[src/rtl/pfm_pkg.sv]
// constants and types for the power fail monitor and sequencer
package pfm_pkg;

    // synchroniser depth for the comparator indications
    localparam int unsigned SYNC_STAGES = 2;

    // oscillator stabilisation delay, in oscillator clocks
    localparam int unsigned POWER_ON_DELAY_CLOCKS = 21504;
    // one oscillator clock is one mclk cycle
    localparam int unsigned MCLK_PER_OSC_CLOCK = 1;
    localparam int unsigned POWER_ON_DELAY_CYCLES =
        POWER_ON_DELAY_CLOCKS * MCLK_PER_OSC_CLOCK;

    localparam int unsigned POR_CNT_W = 16;

    // values after reset
    localparam logic RST_WARN_FLAG  = 1'h0;
    localparam logic RST_IRQ_ENABLE = 1'h0;
    localparam logic RST_CPU_RESET  = 1'h1;
    localparam logic RST_OSC_ENABLE = 1'h1;
    localparam logic RST_RAM_CE_N   = 1'h1;
    localparam logic RST_ON_BACKUP  = 1'h0;

    typedef enum logic [1:0] {
        ST_RUN,
        ST_HALT_RESET,
        ST_HALT_OSC,
        ST_POR_WAIT
    } seq_state_t;

endpackage : pfm_pkg

[src/rtl/power_fail_monitor_sequencer.sv]
// power fail warning flag, interrupt and power cycling sequencer
// Functional notes
// [RULE_01] Flag sets every cycle the supply is below the warning level.
// [RULE_02] Only a software read or a power-on reset clears the flag.
// [RULE_03] A clear while the supply is still low is overridden by the set.
// [RULE_04] Interrupt request is a level equal to flag AND enable.
// [RULE_05] Flag still set and enabled keeps the request up after return.
// [RULE_06] A flag cleared with the supply above warning stays clear.
// [RULE_07] Below minimum, the CPU goes to reset first, then the clock stops.
// [RULE_08] At the halt the active-low RAM chip enable is driven high.
// [RULE_09] Rail takes the backup cell below switchover, the pin above it.
// [RULE_10] Above minimum the oscillator restarts and a long delay runs.
// [RULE_11] External reset input is ignored until power-on completes.
// [RULE_12] A dip above switchover runs the same halt, rail not switched.
// [RULE_13] A control register read clears the flag; writes do nothing to it.
// [RULE_14] Interrupt enable clears on every reset, freely written otherwise.
// [RULE_15] The three comparator indications are synchronised before use.
`timescale 1ns/1ps
`default_nettype none

module power_fail_monitor_sequencer #(
    parameter int unsigned POR_DELAY_CYCLES = pfm_pkg::POWER_ON_DELAY_CYCLES
) (
    input  wire logic mclk,
    input  wire logic reset,
    input  wire logic clk_en,
    input  wire logic below_warn_async,
    input  wire logic below_min_async,
    input  wire logic below_backup_async,
    input  wire logic ctrl_read,
    input  wire logic ctrl_write,
    input  wire logic ctrl_wdata_irq_enable,
    input  wire logic ext_reset_in,
    output logic      power_warn_flag,
    output logic      power_warn_irq_enable,
    output logic      power_fail_irq,
    output logic      cpu_reset,
    output logic      osc_enable,
    output logic      ram_ce_n,
    output logic      rail_on_backup,
    output logic      por_busy
);
    import pfm_pkg::*;

    localparam logic [POR_CNT_W-1:0] POR_LOAD =
        POR_CNT_W'(POR_DELAY_CYCLES - 1);

    logic [SYNC_STAGES-1:0] warn_sync_q;
    logic [SYNC_STAGES-1:0] min_sync_q;
    logic [SYNC_STAGES-1:0] backup_sync_q;
    logic                   below_warn_s;
    logic                   below_min_s;
    logic                   below_backup_s;

    seq_state_t             st_q;
    seq_state_t             st_d;
    logic [POR_CNT_W-1:0]   cnt_q;
    logic                   flag_q;
    logic                   flag_d;
    logic                   en_q;
    logic                   cpu_reset_q;
    logic                   osc_enable_q;
    logic                   ram_ce_n_q;
    logic                   on_backup_q;
    logic                   ext_rst_taken;
    logic                   flag_clear;

    // comparator synchronisers; the first stage feeds only the second
    always_ff @(posedge mclk) begin
        if (reset) begin
            warn_sync_q   <= '0;
            min_sync_q    <= '0;
            backup_sync_q <= '0;
        end else if (clk_en) begin
            warn_sync_q   <= {warn_sync_q[SYNC_STAGES-2:0],
                              below_warn_async}; // RULE_15
            min_sync_q    <= {min_sync_q[SYNC_STAGES-2:0],
                              below_min_async}; // RULE_15
            backup_sync_q <= {backup_sync_q[SYNC_STAGES-2:0],
                              below_backup_async}; // RULE_15
        end
    end

    assign below_warn_s   = warn_sync_q[SYNC_STAGES-1];
    assign below_min_s    = min_sync_q[SYNC_STAGES-1];
    assign below_backup_s = backup_sync_q[SYNC_STAGES-1];

    // halt and power-on sequencer
    always_comb begin
        st_d = st_q;
        unique case (st_q)
            ST_RUN: begin
                if (below_min_s) begin
                    st_d = ST_HALT_RESET; // RULE_07
                end
            end
            ST_HALT_RESET: begin
                st_d = ST_HALT_OSC; // RULE_07
            end
            ST_HALT_OSC: begin
                if (!below_min_s) begin
                    st_d = ST_POR_WAIT; // RULE_10
                end
            end
            ST_POR_WAIT: begin
                if (below_min_s) begin
                    st_d = ST_HALT_RESET;
                end else if (cnt_q == '0) begin
                    st_d = ST_RUN;
                end
            end
        endcase
    end

    always_ff @(posedge mclk) begin
        if (reset) begin
            st_q <= ST_RUN;
        end else if (clk_en) begin
            st_q <= st_d;
        end
    end

    // stabilisation count; restarts only on a fresh power-up
    always_ff @(posedge mclk) begin
        if (reset) begin
            cnt_q <= '0;
        end else if (clk_en) begin
            if (st_d == ST_POR_WAIT && st_q != ST_POR_WAIT) begin
                cnt_q <= POR_LOAD; // RULE_10
            end else if (st_q == ST_POR_WAIT && cnt_q != '0) begin
                cnt_q <= cnt_q - 1'b1;
            end
        end
    end

    // external reset only acts once the power-on cycle is over
    assign ext_rst_taken = ext_reset_in && st_q == ST_RUN; // RULE_11

    always_ff @(posedge mclk) begin
        if (reset) begin
            cpu_reset_q  <= RST_CPU_RESET;
            osc_enable_q <= RST_OSC_ENABLE;
            ram_ce_n_q   <= RST_RAM_CE_N;
        end else if (clk_en) begin
            // reset asserts before the oscillator is stopped
            cpu_reset_q  <= (st_d != ST_RUN) || ext_rst_taken; // RULE_07
            osc_enable_q <= st_d != ST_HALT_OSC; // RULE_07 RULE_10
            ram_ce_n_q   <= st_d != ST_RUN; // RULE_08
        end
    end

    // rail switch tracks only the switchover comparator
    always_ff @(posedge mclk) begin
        if (reset) begin
            on_backup_q <= RST_ON_BACKUP;
        end else if (clk_en) begin
            on_backup_q <= below_backup_s; // RULE_09 RULE_12
        end
    end

    // clear sources: software read, or the power-on cycle itself
    assign flag_clear = ctrl_read || st_q != ST_RUN; // RULE_02 RULE_13
    // set beats clear so a low supply is never missed
    assign flag_d = below_warn_s
                 || (flag_q && !flag_clear); // RULE_01 RULE_03 RULE_06

    always_ff @(posedge mclk) begin
        if (reset) begin
            flag_q <= RST_WARN_FLAG;
        end else if (clk_en) begin
            flag_q <= flag_d;
        end
    end

    // enable bit; writes are dropped while the sequencer is out of run or an external reset is taken
    always_ff @(posedge mclk) begin
        if (reset) begin
            en_q <= RST_IRQ_ENABLE;
        end else if (clk_en) begin
            if (ext_rst_taken || st_q != ST_RUN) begin
                en_q <= RST_IRQ_ENABLE; // RULE_14
            end else if (ctrl_write) begin
                en_q <= ctrl_wdata_irq_enable; // RULE_14
            end
        end
    end

    assign power_warn_flag       = flag_q;
    assign power_warn_irq_enable = en_q;
    // level request, no edge memory: re-fires after return
    assign power_fail_irq        = flag_q && en_q; // RULE_04 RULE_05
    assign cpu_reset             = cpu_reset_q;
    assign osc_enable            = osc_enable_q;
    assign ram_ce_n              = ram_ce_n_q;
    assign rail_on_backup        = on_backup_q;
    assign por_busy              = st_q != ST_RUN;
endmodule : power_fail_monitor_sequencer

`default_nettype wire
[config.mk]
export PLATFORM = sky130hd
export DESIGN_NAME = power_fail_monitor_sequencer
export DESIGN_NICKNAME = d
export VERILOG_FILES = /design/src/rtl/pfm_pkg.sv /design/src/rtl/power_fail_monitor_sequencer.sv
export SDC_FILE = /design/constraint.sdc
export NUM_CORES = 1
export LEC_CHECK = 0
export ABC_AREA = 1
export BUFFER_PORTS_ARGS = -buffer_cell sky130_fd_sc_hd__clkbuf_2
export CAP_MARGIN = 40
export CELL_PAD_IN_SITES_DETAIL_PLACEMENT = 2
export CELL_PAD_IN_SITES_GLOBAL_PLACEMENT = 2
export CORE_ASPECT_RATIO = 1.2
export CORE_MARGIN = 4
export CORE_UTILIZATION = 31
export DETAILED_ROUTE_END_ITERATION = 10
export HOLD_SLACK_MARGIN = 0.03
export PLACE_DENSITY_LB_ADDON = 0.1
export REMOVE_ABC_BUFFERS = 1
export SLEW_MARGIN = 0
export SYNTH_ARGS = -nofsm -noshare
export SYNTH_HDL_FRONTEND = slang
export SYNTH_SLANG_ARGS = --single-unit
[constraint.sdc]
create_clock -name mclk -period 1.65 [get_ports mclk]
set_input_delay 0 -clock mclk [delete_from_list [all_inputs] [get_ports mclk]]
set_output_delay 0 -clock mclk [all_outputs]
set_load 0.02 [all_outputs]
==> results of run 1 <==
state kept, by name, indices dropped and copies added (netlist names):
signal / count
warn_sync_q: 2
min_sync_q: 2
ram_ce_n: 1
cpu_reset: 1
power_warn_irq_enable: 1
backup_sync_q: 2
st_q: 2
cnt_q: 16
osc_enable: 1
power_warn_flag: 1
rail_on_backup: 1
where the power goes:
group	leakage (nW)	internal (mW)	switching [mW]	total, mW
Clock	0.0504	0.449	0.325	0.773
Sequential	0.245	0.746	0.0172	0.763
Combinational	0.654	0.112	0.183	0.295
worst max-delay path, cell delays in order, from the launching register on:
cell and delay [ns]:
dfxtp_1 0.34, nor2_1 0.11, nand2_1 0.14, buf_4 0.18
or2_2 0.27, nand3_1 0.12, nand3_1 0.12, a21oi_1 0.15
layer usage:
layer / vias up / GRT usage [%]
met2: 22 / 36.05
met5: - / 0
li1: 907 / -
met4: 0 / 6.311
met1: 884 / 19.04
met3: 6 / 2.985
worst max-delay path by stage:
stage	from	to	slack (ns)	cells after the start
2_1_floorplan	cnt_q[0]$_SDFFE_PP0P_	cnt_q[12]$_SDFFE_PP0P_	0.11	9
3_3_place_gp	cnt_q[0]$_SDFFE_PP0P_	cnt_q[12]$_SDFFE_PP0P_	0.14	10
3_5_place_dp	cnt_q[0]$_SDFFE_PP0P_	cnt_q[12]$_SDFFE_PP0P_	0.05	10
4_1_cts	cnt_q[0]$_SDFFE_PP0P_	cnt_q[6]$_SDFFE_PP0P_	0.04	10
5_1_grt	cnt_q[1]$_SDFFE_PP0P_	cnt_q[14]$_SDFFE_PP0P_	-0.009	10
6_report	cnt_q[1]$_SDFFE_PP0P_	cnt_q[3]$_SDFFE_PP0P_	0.14	7
synthesized netlist by cell type, types with 2 or more instances:
cell	instances	area [sq um]
a21oi_1	24	120.1
a21oi_2	5	43.79
clkbuf_1	6	22.52
dfxtp_1	30	600.6
inv_1	25	93.84
nand2_1	89	334.1
nand2_2	3	18.77
nand2_4	2	22.52
nand3_1	27	135.1
nand4_1	2	12.51
nor2_1	31	116.4
o21ai_0	8	40.04
or2_2	3	18.77
through the flow:
stage,TNS (ns),power [mW]
floorplan,0,0.9451
global placement,0,1.040
detailed placement,0,1.048
CTS,0,1.848
global route,-0.02285,1.937
finish,0,1.832
layout make-up:
type	instances	share of cell area, %
Tap cell	60	3.582
Sequential cell	30	28.78
Multi-Input combinational cell	201	46.03
Inverter	25	4.478
Timing Repair Buffer	36	11.70
Clock buffer	5	3.284
Clock inverter	3	2.149
cells by family (layout without fill, tap and decap cells):
logic type | count (synthesis) | in the layout | share of synthesized area (%)
and+or+nand+nor | 160 | 161 | 41.32
AOI/OAI and AO/OA | 39 | 39 | 13.27
buffers and inverters | 34 | 69 | 8.263
DFF | 30 | 30 | 36.39
adders and majority gates | 1 | 1 | 0.7580
timing repair:
| item | in CTS | in global routing |
|---|---|---|
| gates cloned | 0 | 1 |
| pin swaps | 0 | 3 |
| setup buffers | 0 | 1 |
| setup endpoints to repair | 1 | 21 |
| hold endpoints to repair | 6 | 0 |
| hold buffers | 7 | 0 |
| gates resized for setup | 1 | 15 |
==> flow_summary_export.csv, run 1 <==
group,metric,value,unit
worst_setup_path,crit_path_end_kind,"flip-flop",
sta,fmax,663.3,MHz
sta,layout_min_cycle_time,1.508,ns
hold_path,min_path_cells,4,
routing,wirelength,5371,um
routing,met1Wirelength,2137,um
sta,rsz0062_at_grt,"true",
logic_synthesis,async_flop_share,0,%
routing,drc,0,
worst_setup_path,worst_r2r_startpoint,"cnt_q[1]$_SDFFE_PP0P_",
worst_setup_path,r2r_end,"cnt_q[3]$_SDFFE_PP0P_",
worst_setup_path,r2r_slack,0.14,ns
clock_tree,numCtsBuffers,5,
placed_design,dp_cells,343,
routing,routed-wl-met2,3002,um
placed_design,portBuffers,17,
status,outcome,"finished, final reports clean",
global_routing,grt_pass1_vias,1970,
routing,dr_total_vias,1819,
sta,worstMarginPinSlew,0.5767,ns
sta,max_slew_margin,61.55,%
routing,vias_per_cell,5.053,
routing,ant_nets,0,
sta,fin_crit_sh,91.37,%
worst_setup_path,path_class,"reg2reg",
clock_tree,clk_path_buf_depth,2,
logic_synthesis,synth_ff_type,"dfxtp_1",
floorplan,io-pin-count,18,
logic_synthesis,synth.avg_cell_area,6.251,sq um
cells_and_area,layout_common_cells,"nand2_1, dfxtp_1, nand3_1",
floorplan,rows,28,
global_routing,grt_pass1_wl,9183,um
hold_path,hold_end,"power_warn_irq_enable$_SDFFE_PP0P_",
floorplan,die_w,74.61,um
cells_and_area,utilization,41.54,%
clock_tree,clk_pin_slew,0.07,ns
clock_tree,htreeDepth,2,
placed_design,dpl_worst_slack,0.05370,ns
logic_synthesis,synth_cell_types,22,
routing,routed-wl-met3,128,um
global_routing,grt-ovfl-total,0,
cells_and_area,syn_to_final_growth,26.99,%
clock_tree,root_buffer,"clkbuf_8",
placed_design,place_area,1851,sq um
clock_tree,clock_sinks,30,
pwr,power_density,873.9,nW/um^2
sta,layout_setup_ws,0.1425,ns
logic_synthesis,synth-seq-area-share,36.39,%
logic_synthesis,synthCells,264,
cells_and_area,fin_nets,310,
logic_synthesis,synth-edff-count,0,
worst_setup_path,required,1.87,ns
routing,topRoutingLayerUsed,"met4",
floorplan,start_util,32.71,%
global_routing,grt_max_degree,25,
clock_tree,cts_tree,"yes",
worst_setup_path,arrival,1.73,ns
routing,wl_per_cell,14.92,um
cells_and_area,finish.instance_area,2096,sq um
worst_setup_path,critPathLaunchType,"flip-flop",
cells_and_area,multiInputGateArea,964.7,sq um
cells_and_area,drive_gt1_share,22.00,%
global_routing,grt_use_total,18.35,%
hold_path,holdCritStartpoint,"ctrl_write",
sta,clock_skew,0.004759,ns
floorplan,dieArea,6560,sq um
routing,drt_iter0_drc,49,
worst_setup_path,path_max_fanout,5,
cells_and_area,filler_cell_count,635,
pwr,p_leak,0.9491,nW
clock_tree,clk_latency,0.29,ns
logic_synthesis,yosysWarnings,0,
sta,finalMaxSlewViolations,0,
logic_synthesis,synthesis.area,1650,sq um
cells_and_area,fin_cells,360,
floorplan,core_area,5045,sq um
logic_synthesis,ys_ff_latch,30,
worst_setup_path,reg2regPathDepth,7,
sta,whs,0.09000,ns
pwr,irDropWorstVdd,0.0004997,V
placed_design,place_congestion,0.7023,
hold_path,hold_path.class,"in2reg",
floorplan,die_y,87.93,um
routing,drtPass1Iterations,4,
cells_and_area,diodes,0,
sta,setup_violations,0,
placed_design,hpwl,3764,um
cells_and_area,layout.area.seq,603.1,sq um
global_routing,antenna_found_initial,0,
cells_and_area,layout_commonest_cell,"nand2_1",
sta,hold_viol,0,
flow_run,drv_cap,0,
No activity file was read; power rests on OpenSTA's default activity.
==> run 2, diff against run 1 <==
==> constraint.sdc (replaced) <==
create_clock -name mclk -period 1.5 [get_ports mclk]
set_input_delay 0 -clock mclk [delete_from_list [all_inputs] [get_ports mclk]]
set_output_delay 0 -clock mclk [all_outputs]
set_load 0.02 [all_outputs]
==> flow_summary_export.csv, run 2 (synthesis gave the netlist of run 1 again) <==
group,metric,value,unit
clock_tree,clk_latency,0.30,ns
pwr,p_sw,628.6,uW
sta,finalMaxSlewViolations,0,
routing,wl_per_cell,20.09,um
flow_run,drv_cap,0,
pwr,p_leak,1.112,nW
cells_and_area,diodes,0,
clock_tree,cts_tree,"yes",
hold_path,hold_path.class,"in2reg",
worst_setup_path,crit_cells,9,
sta,setup_tns,-0.1241,ns
cells_and_area,layout_commonest_cell,"nand2_1",
routing,ant_nets,0,
worst_setup_path,arrival,1.80,ns
status,violations,"negative setup slack",
clock_tree,root_buffer,"clkbuf_8",
cells_and_area,layout_common_cells,"nand2_1, buf_4, nand3_1",
global_routing,grt_pass1_vias,2207,
sta,worstMarginPinSlew,0.4759,ns
routing,drt_iter0_drc,56,
sta,hold_viol,0,
routing,drtPass1Iterations,4,
sta,whs,0.03390,ns
placed_design,portBuffers,17,
routing,vias_per_cell,5.280,
placed_design,place_congestion,0.7201,
global_routing,antenna_found_initial,0,
floorplan,dieArea,6560,sq um
global_routing,grt_use_total,20.30,%
cells_and_area,fin_nets,329,
clock_tree,clk_path_buf_depth,2,
status,outcome,"finished with violations",
worst_setup_path,cpMaxStageDelayCell,"dfxtp_2",
worst_setup_path,reg2regPathDepth,9,
pwr,clkPwrFrac,40.0,%
worst_setup_path,crit_family,"simple AND/OR/NAND/NOR gates",
routing,dr_total_vias,2001,
sta,clock_skew,0.007056,ns
cells_and_area,largest_reg_flops,16,
floorplan,io-pin-count,18,
floorplan,start_util,32.71,%
clock_tree,clk_pin_slew,0.07,ns
floorplan,die_y,87.93,um
hold_path,min_path_cells,3,
clock_tree,htreeDepth,2,
placed_design,hpwl,4088,um
worst_setup_path,path_max_fanout,8,
worst_setup_path,crit_path_max_incr_delay,0.35,ns
cells_and_area,top_register,"cnt_q",
worst_setup_path,path_buf_inv,0,
sta,layout_setup_ws,-0.08080,ns
worst_setup_path,critPathLaunchType,"flip-flop",
pwr,combPwrFrac,19.9,%
floorplan,rows,28,
routing,wirelength,7613,um
pwr,irDropWorstVdd,0.0005236,V
routing,drc,0,
floorplan,core_area,5045,sq um
sta,fmax,632.6,MHz
sta,setup_violations,7,
worst_setup_path,crit_path_end_kind,"flip-flop",
pwr,totalPowerFinal,2.100,mW
worst_setup_path,path_cells,"nor2_2 > nand2_2 > nor2_4 > nand2_2 > nand2_4 > nand2_8 > nand2_4 > nand2_1 > a21oi_2",
global_routing,grt_max_degree,20,
sta,rsz0062_at_grt,"true",
clock_tree,numCtsBuffers,5,
sta,fin_crit_sh,105.4,%
pwr,switching_share,29.93,%
worst_setup_path,required,1.72,ns
sta,layout_min_cycle_time,1.581,ns
sta,max_slew_margin,68.27,%
cells_and_area,drive_gt1_share,34.80,%
pwr,p_int,1.472,mW
clock_tree,clock_sinks,30,
global_routing,grt_pass1_wl,10250,um
floorplan,die_w,74.61,um
worst_setup_path,path_class,"reg2reg",
global_routing,grt-ovfl-total,0,
pwr,power_density,877.9,nW/um^2
cells_and_area,syn_to_final_growth,44.96,%
placed_design,dpl_worst_slack,-0.01411,ns
pwr,seqPwrFrac,40.1,%
## run 2: changes by cell type in the layout (fill, tap and decap cells not counted), moves of 3 or more
cell / change
buf_4: +15
buf_6: +4
nor2_4: +7
nor2_1: -8
nand2_2: +3
a21oi_2: +5
dfxtp_1: -6
a21oi_1: -5
nand2_1: -4
dfxtp_2: +6
## run 2: worst register-to-register path, delay by kind of cell, from the launching register on
kind | cells | cell delay, ns
compound gates | 1 | 0.17
flops | 1 | 0.35
simple gates | 8 | 0.99
## run 2: path summary, 6_finish.rpt
path | slack, ns | from | endpoint
setup / recovery | -0.08 | cnt_q[6]$_SDFFE_PP0P_ | cnt_q[12]$_SDFFE_PP0P_
hold / removal | 0.03 | ext_reset_in | cpu_reset$_SDFFE_PP1P_
setup reg to reg | -0.08 | cnt_q[6]$_SDFFE_PP0P_ | cnt_q[12]$_SDFFE_PP0P_
hold reg to reg | 0.47 | backup_sync_q[0]$_SDFFE_PP0P_ | backup_sync_q[0]$_SDFFE_PP0P_
## run 2: power groups by stage
| stage | Combinational, mW | Clock [mW] | Sequential [mW] |
|---|---|---|---|
| 3_5_place_dp | 0.323 | 0 | 0.854 |
| 5_1_grt | 0.461 | 0.888 | 0.844 |
| 6_report | 0.419 | 0.840 | 0.842 |
| 2_1_floorplan | 0.179 | 0 | 0.861 |
| 4_1_cts | 0.353 | 0.843 | 0.837 |
| 3_3_place_gp | 0.313 | 0 | 0.853 |
## run 2: layout make-up
| cell class | instances | area (sq um) |
|---|---|---|
| fill | 598 | 2653 |
| multi-input combinational | 201 | 1091 |
| sequential | 30 | 610.6 |
| timing repair buffer | 55 | 412.9 |
| inverter | 25 | 93.84 |
| tap | 60 | 75.07 |
| clock buffer | 5 | 68.82 |
| clock inverter | 3 | 40.04 |
## run 2: through the flow
stage	area, sq um	instances	util (%)
finish	2392	379	47.42
global route	2392	379	47.42
CTS	2190	373	43.40
detailed placement	1968	357	39.01
global placement	1968	357	39.01
floorplan	1608	255	-
## run 2: layer usage
| metal | up-vias | global-route usage (%) | wire length (um) |
|---|---|---|---|
| met5 | - | 0 | 0 |
| met4 | 0 | 5.987 | 238 |
| met3 | 21 | 3.559 | 206 |
| met2 | 47 | 39.97 | 4043 |
| met1 | 984 | 21.26 | 3124 |
| li1 | 949 | - | - |
## run 2: what timing repair did
action,4_1_cts,5_1_grt
endpoints found under the hold margin,5,0
hold buffers,6,0
buffers inserted,1,5
setup endpoints to repair,16,21
gates resized for setup,11,47
pin swaps,2,9
cloned,1,1
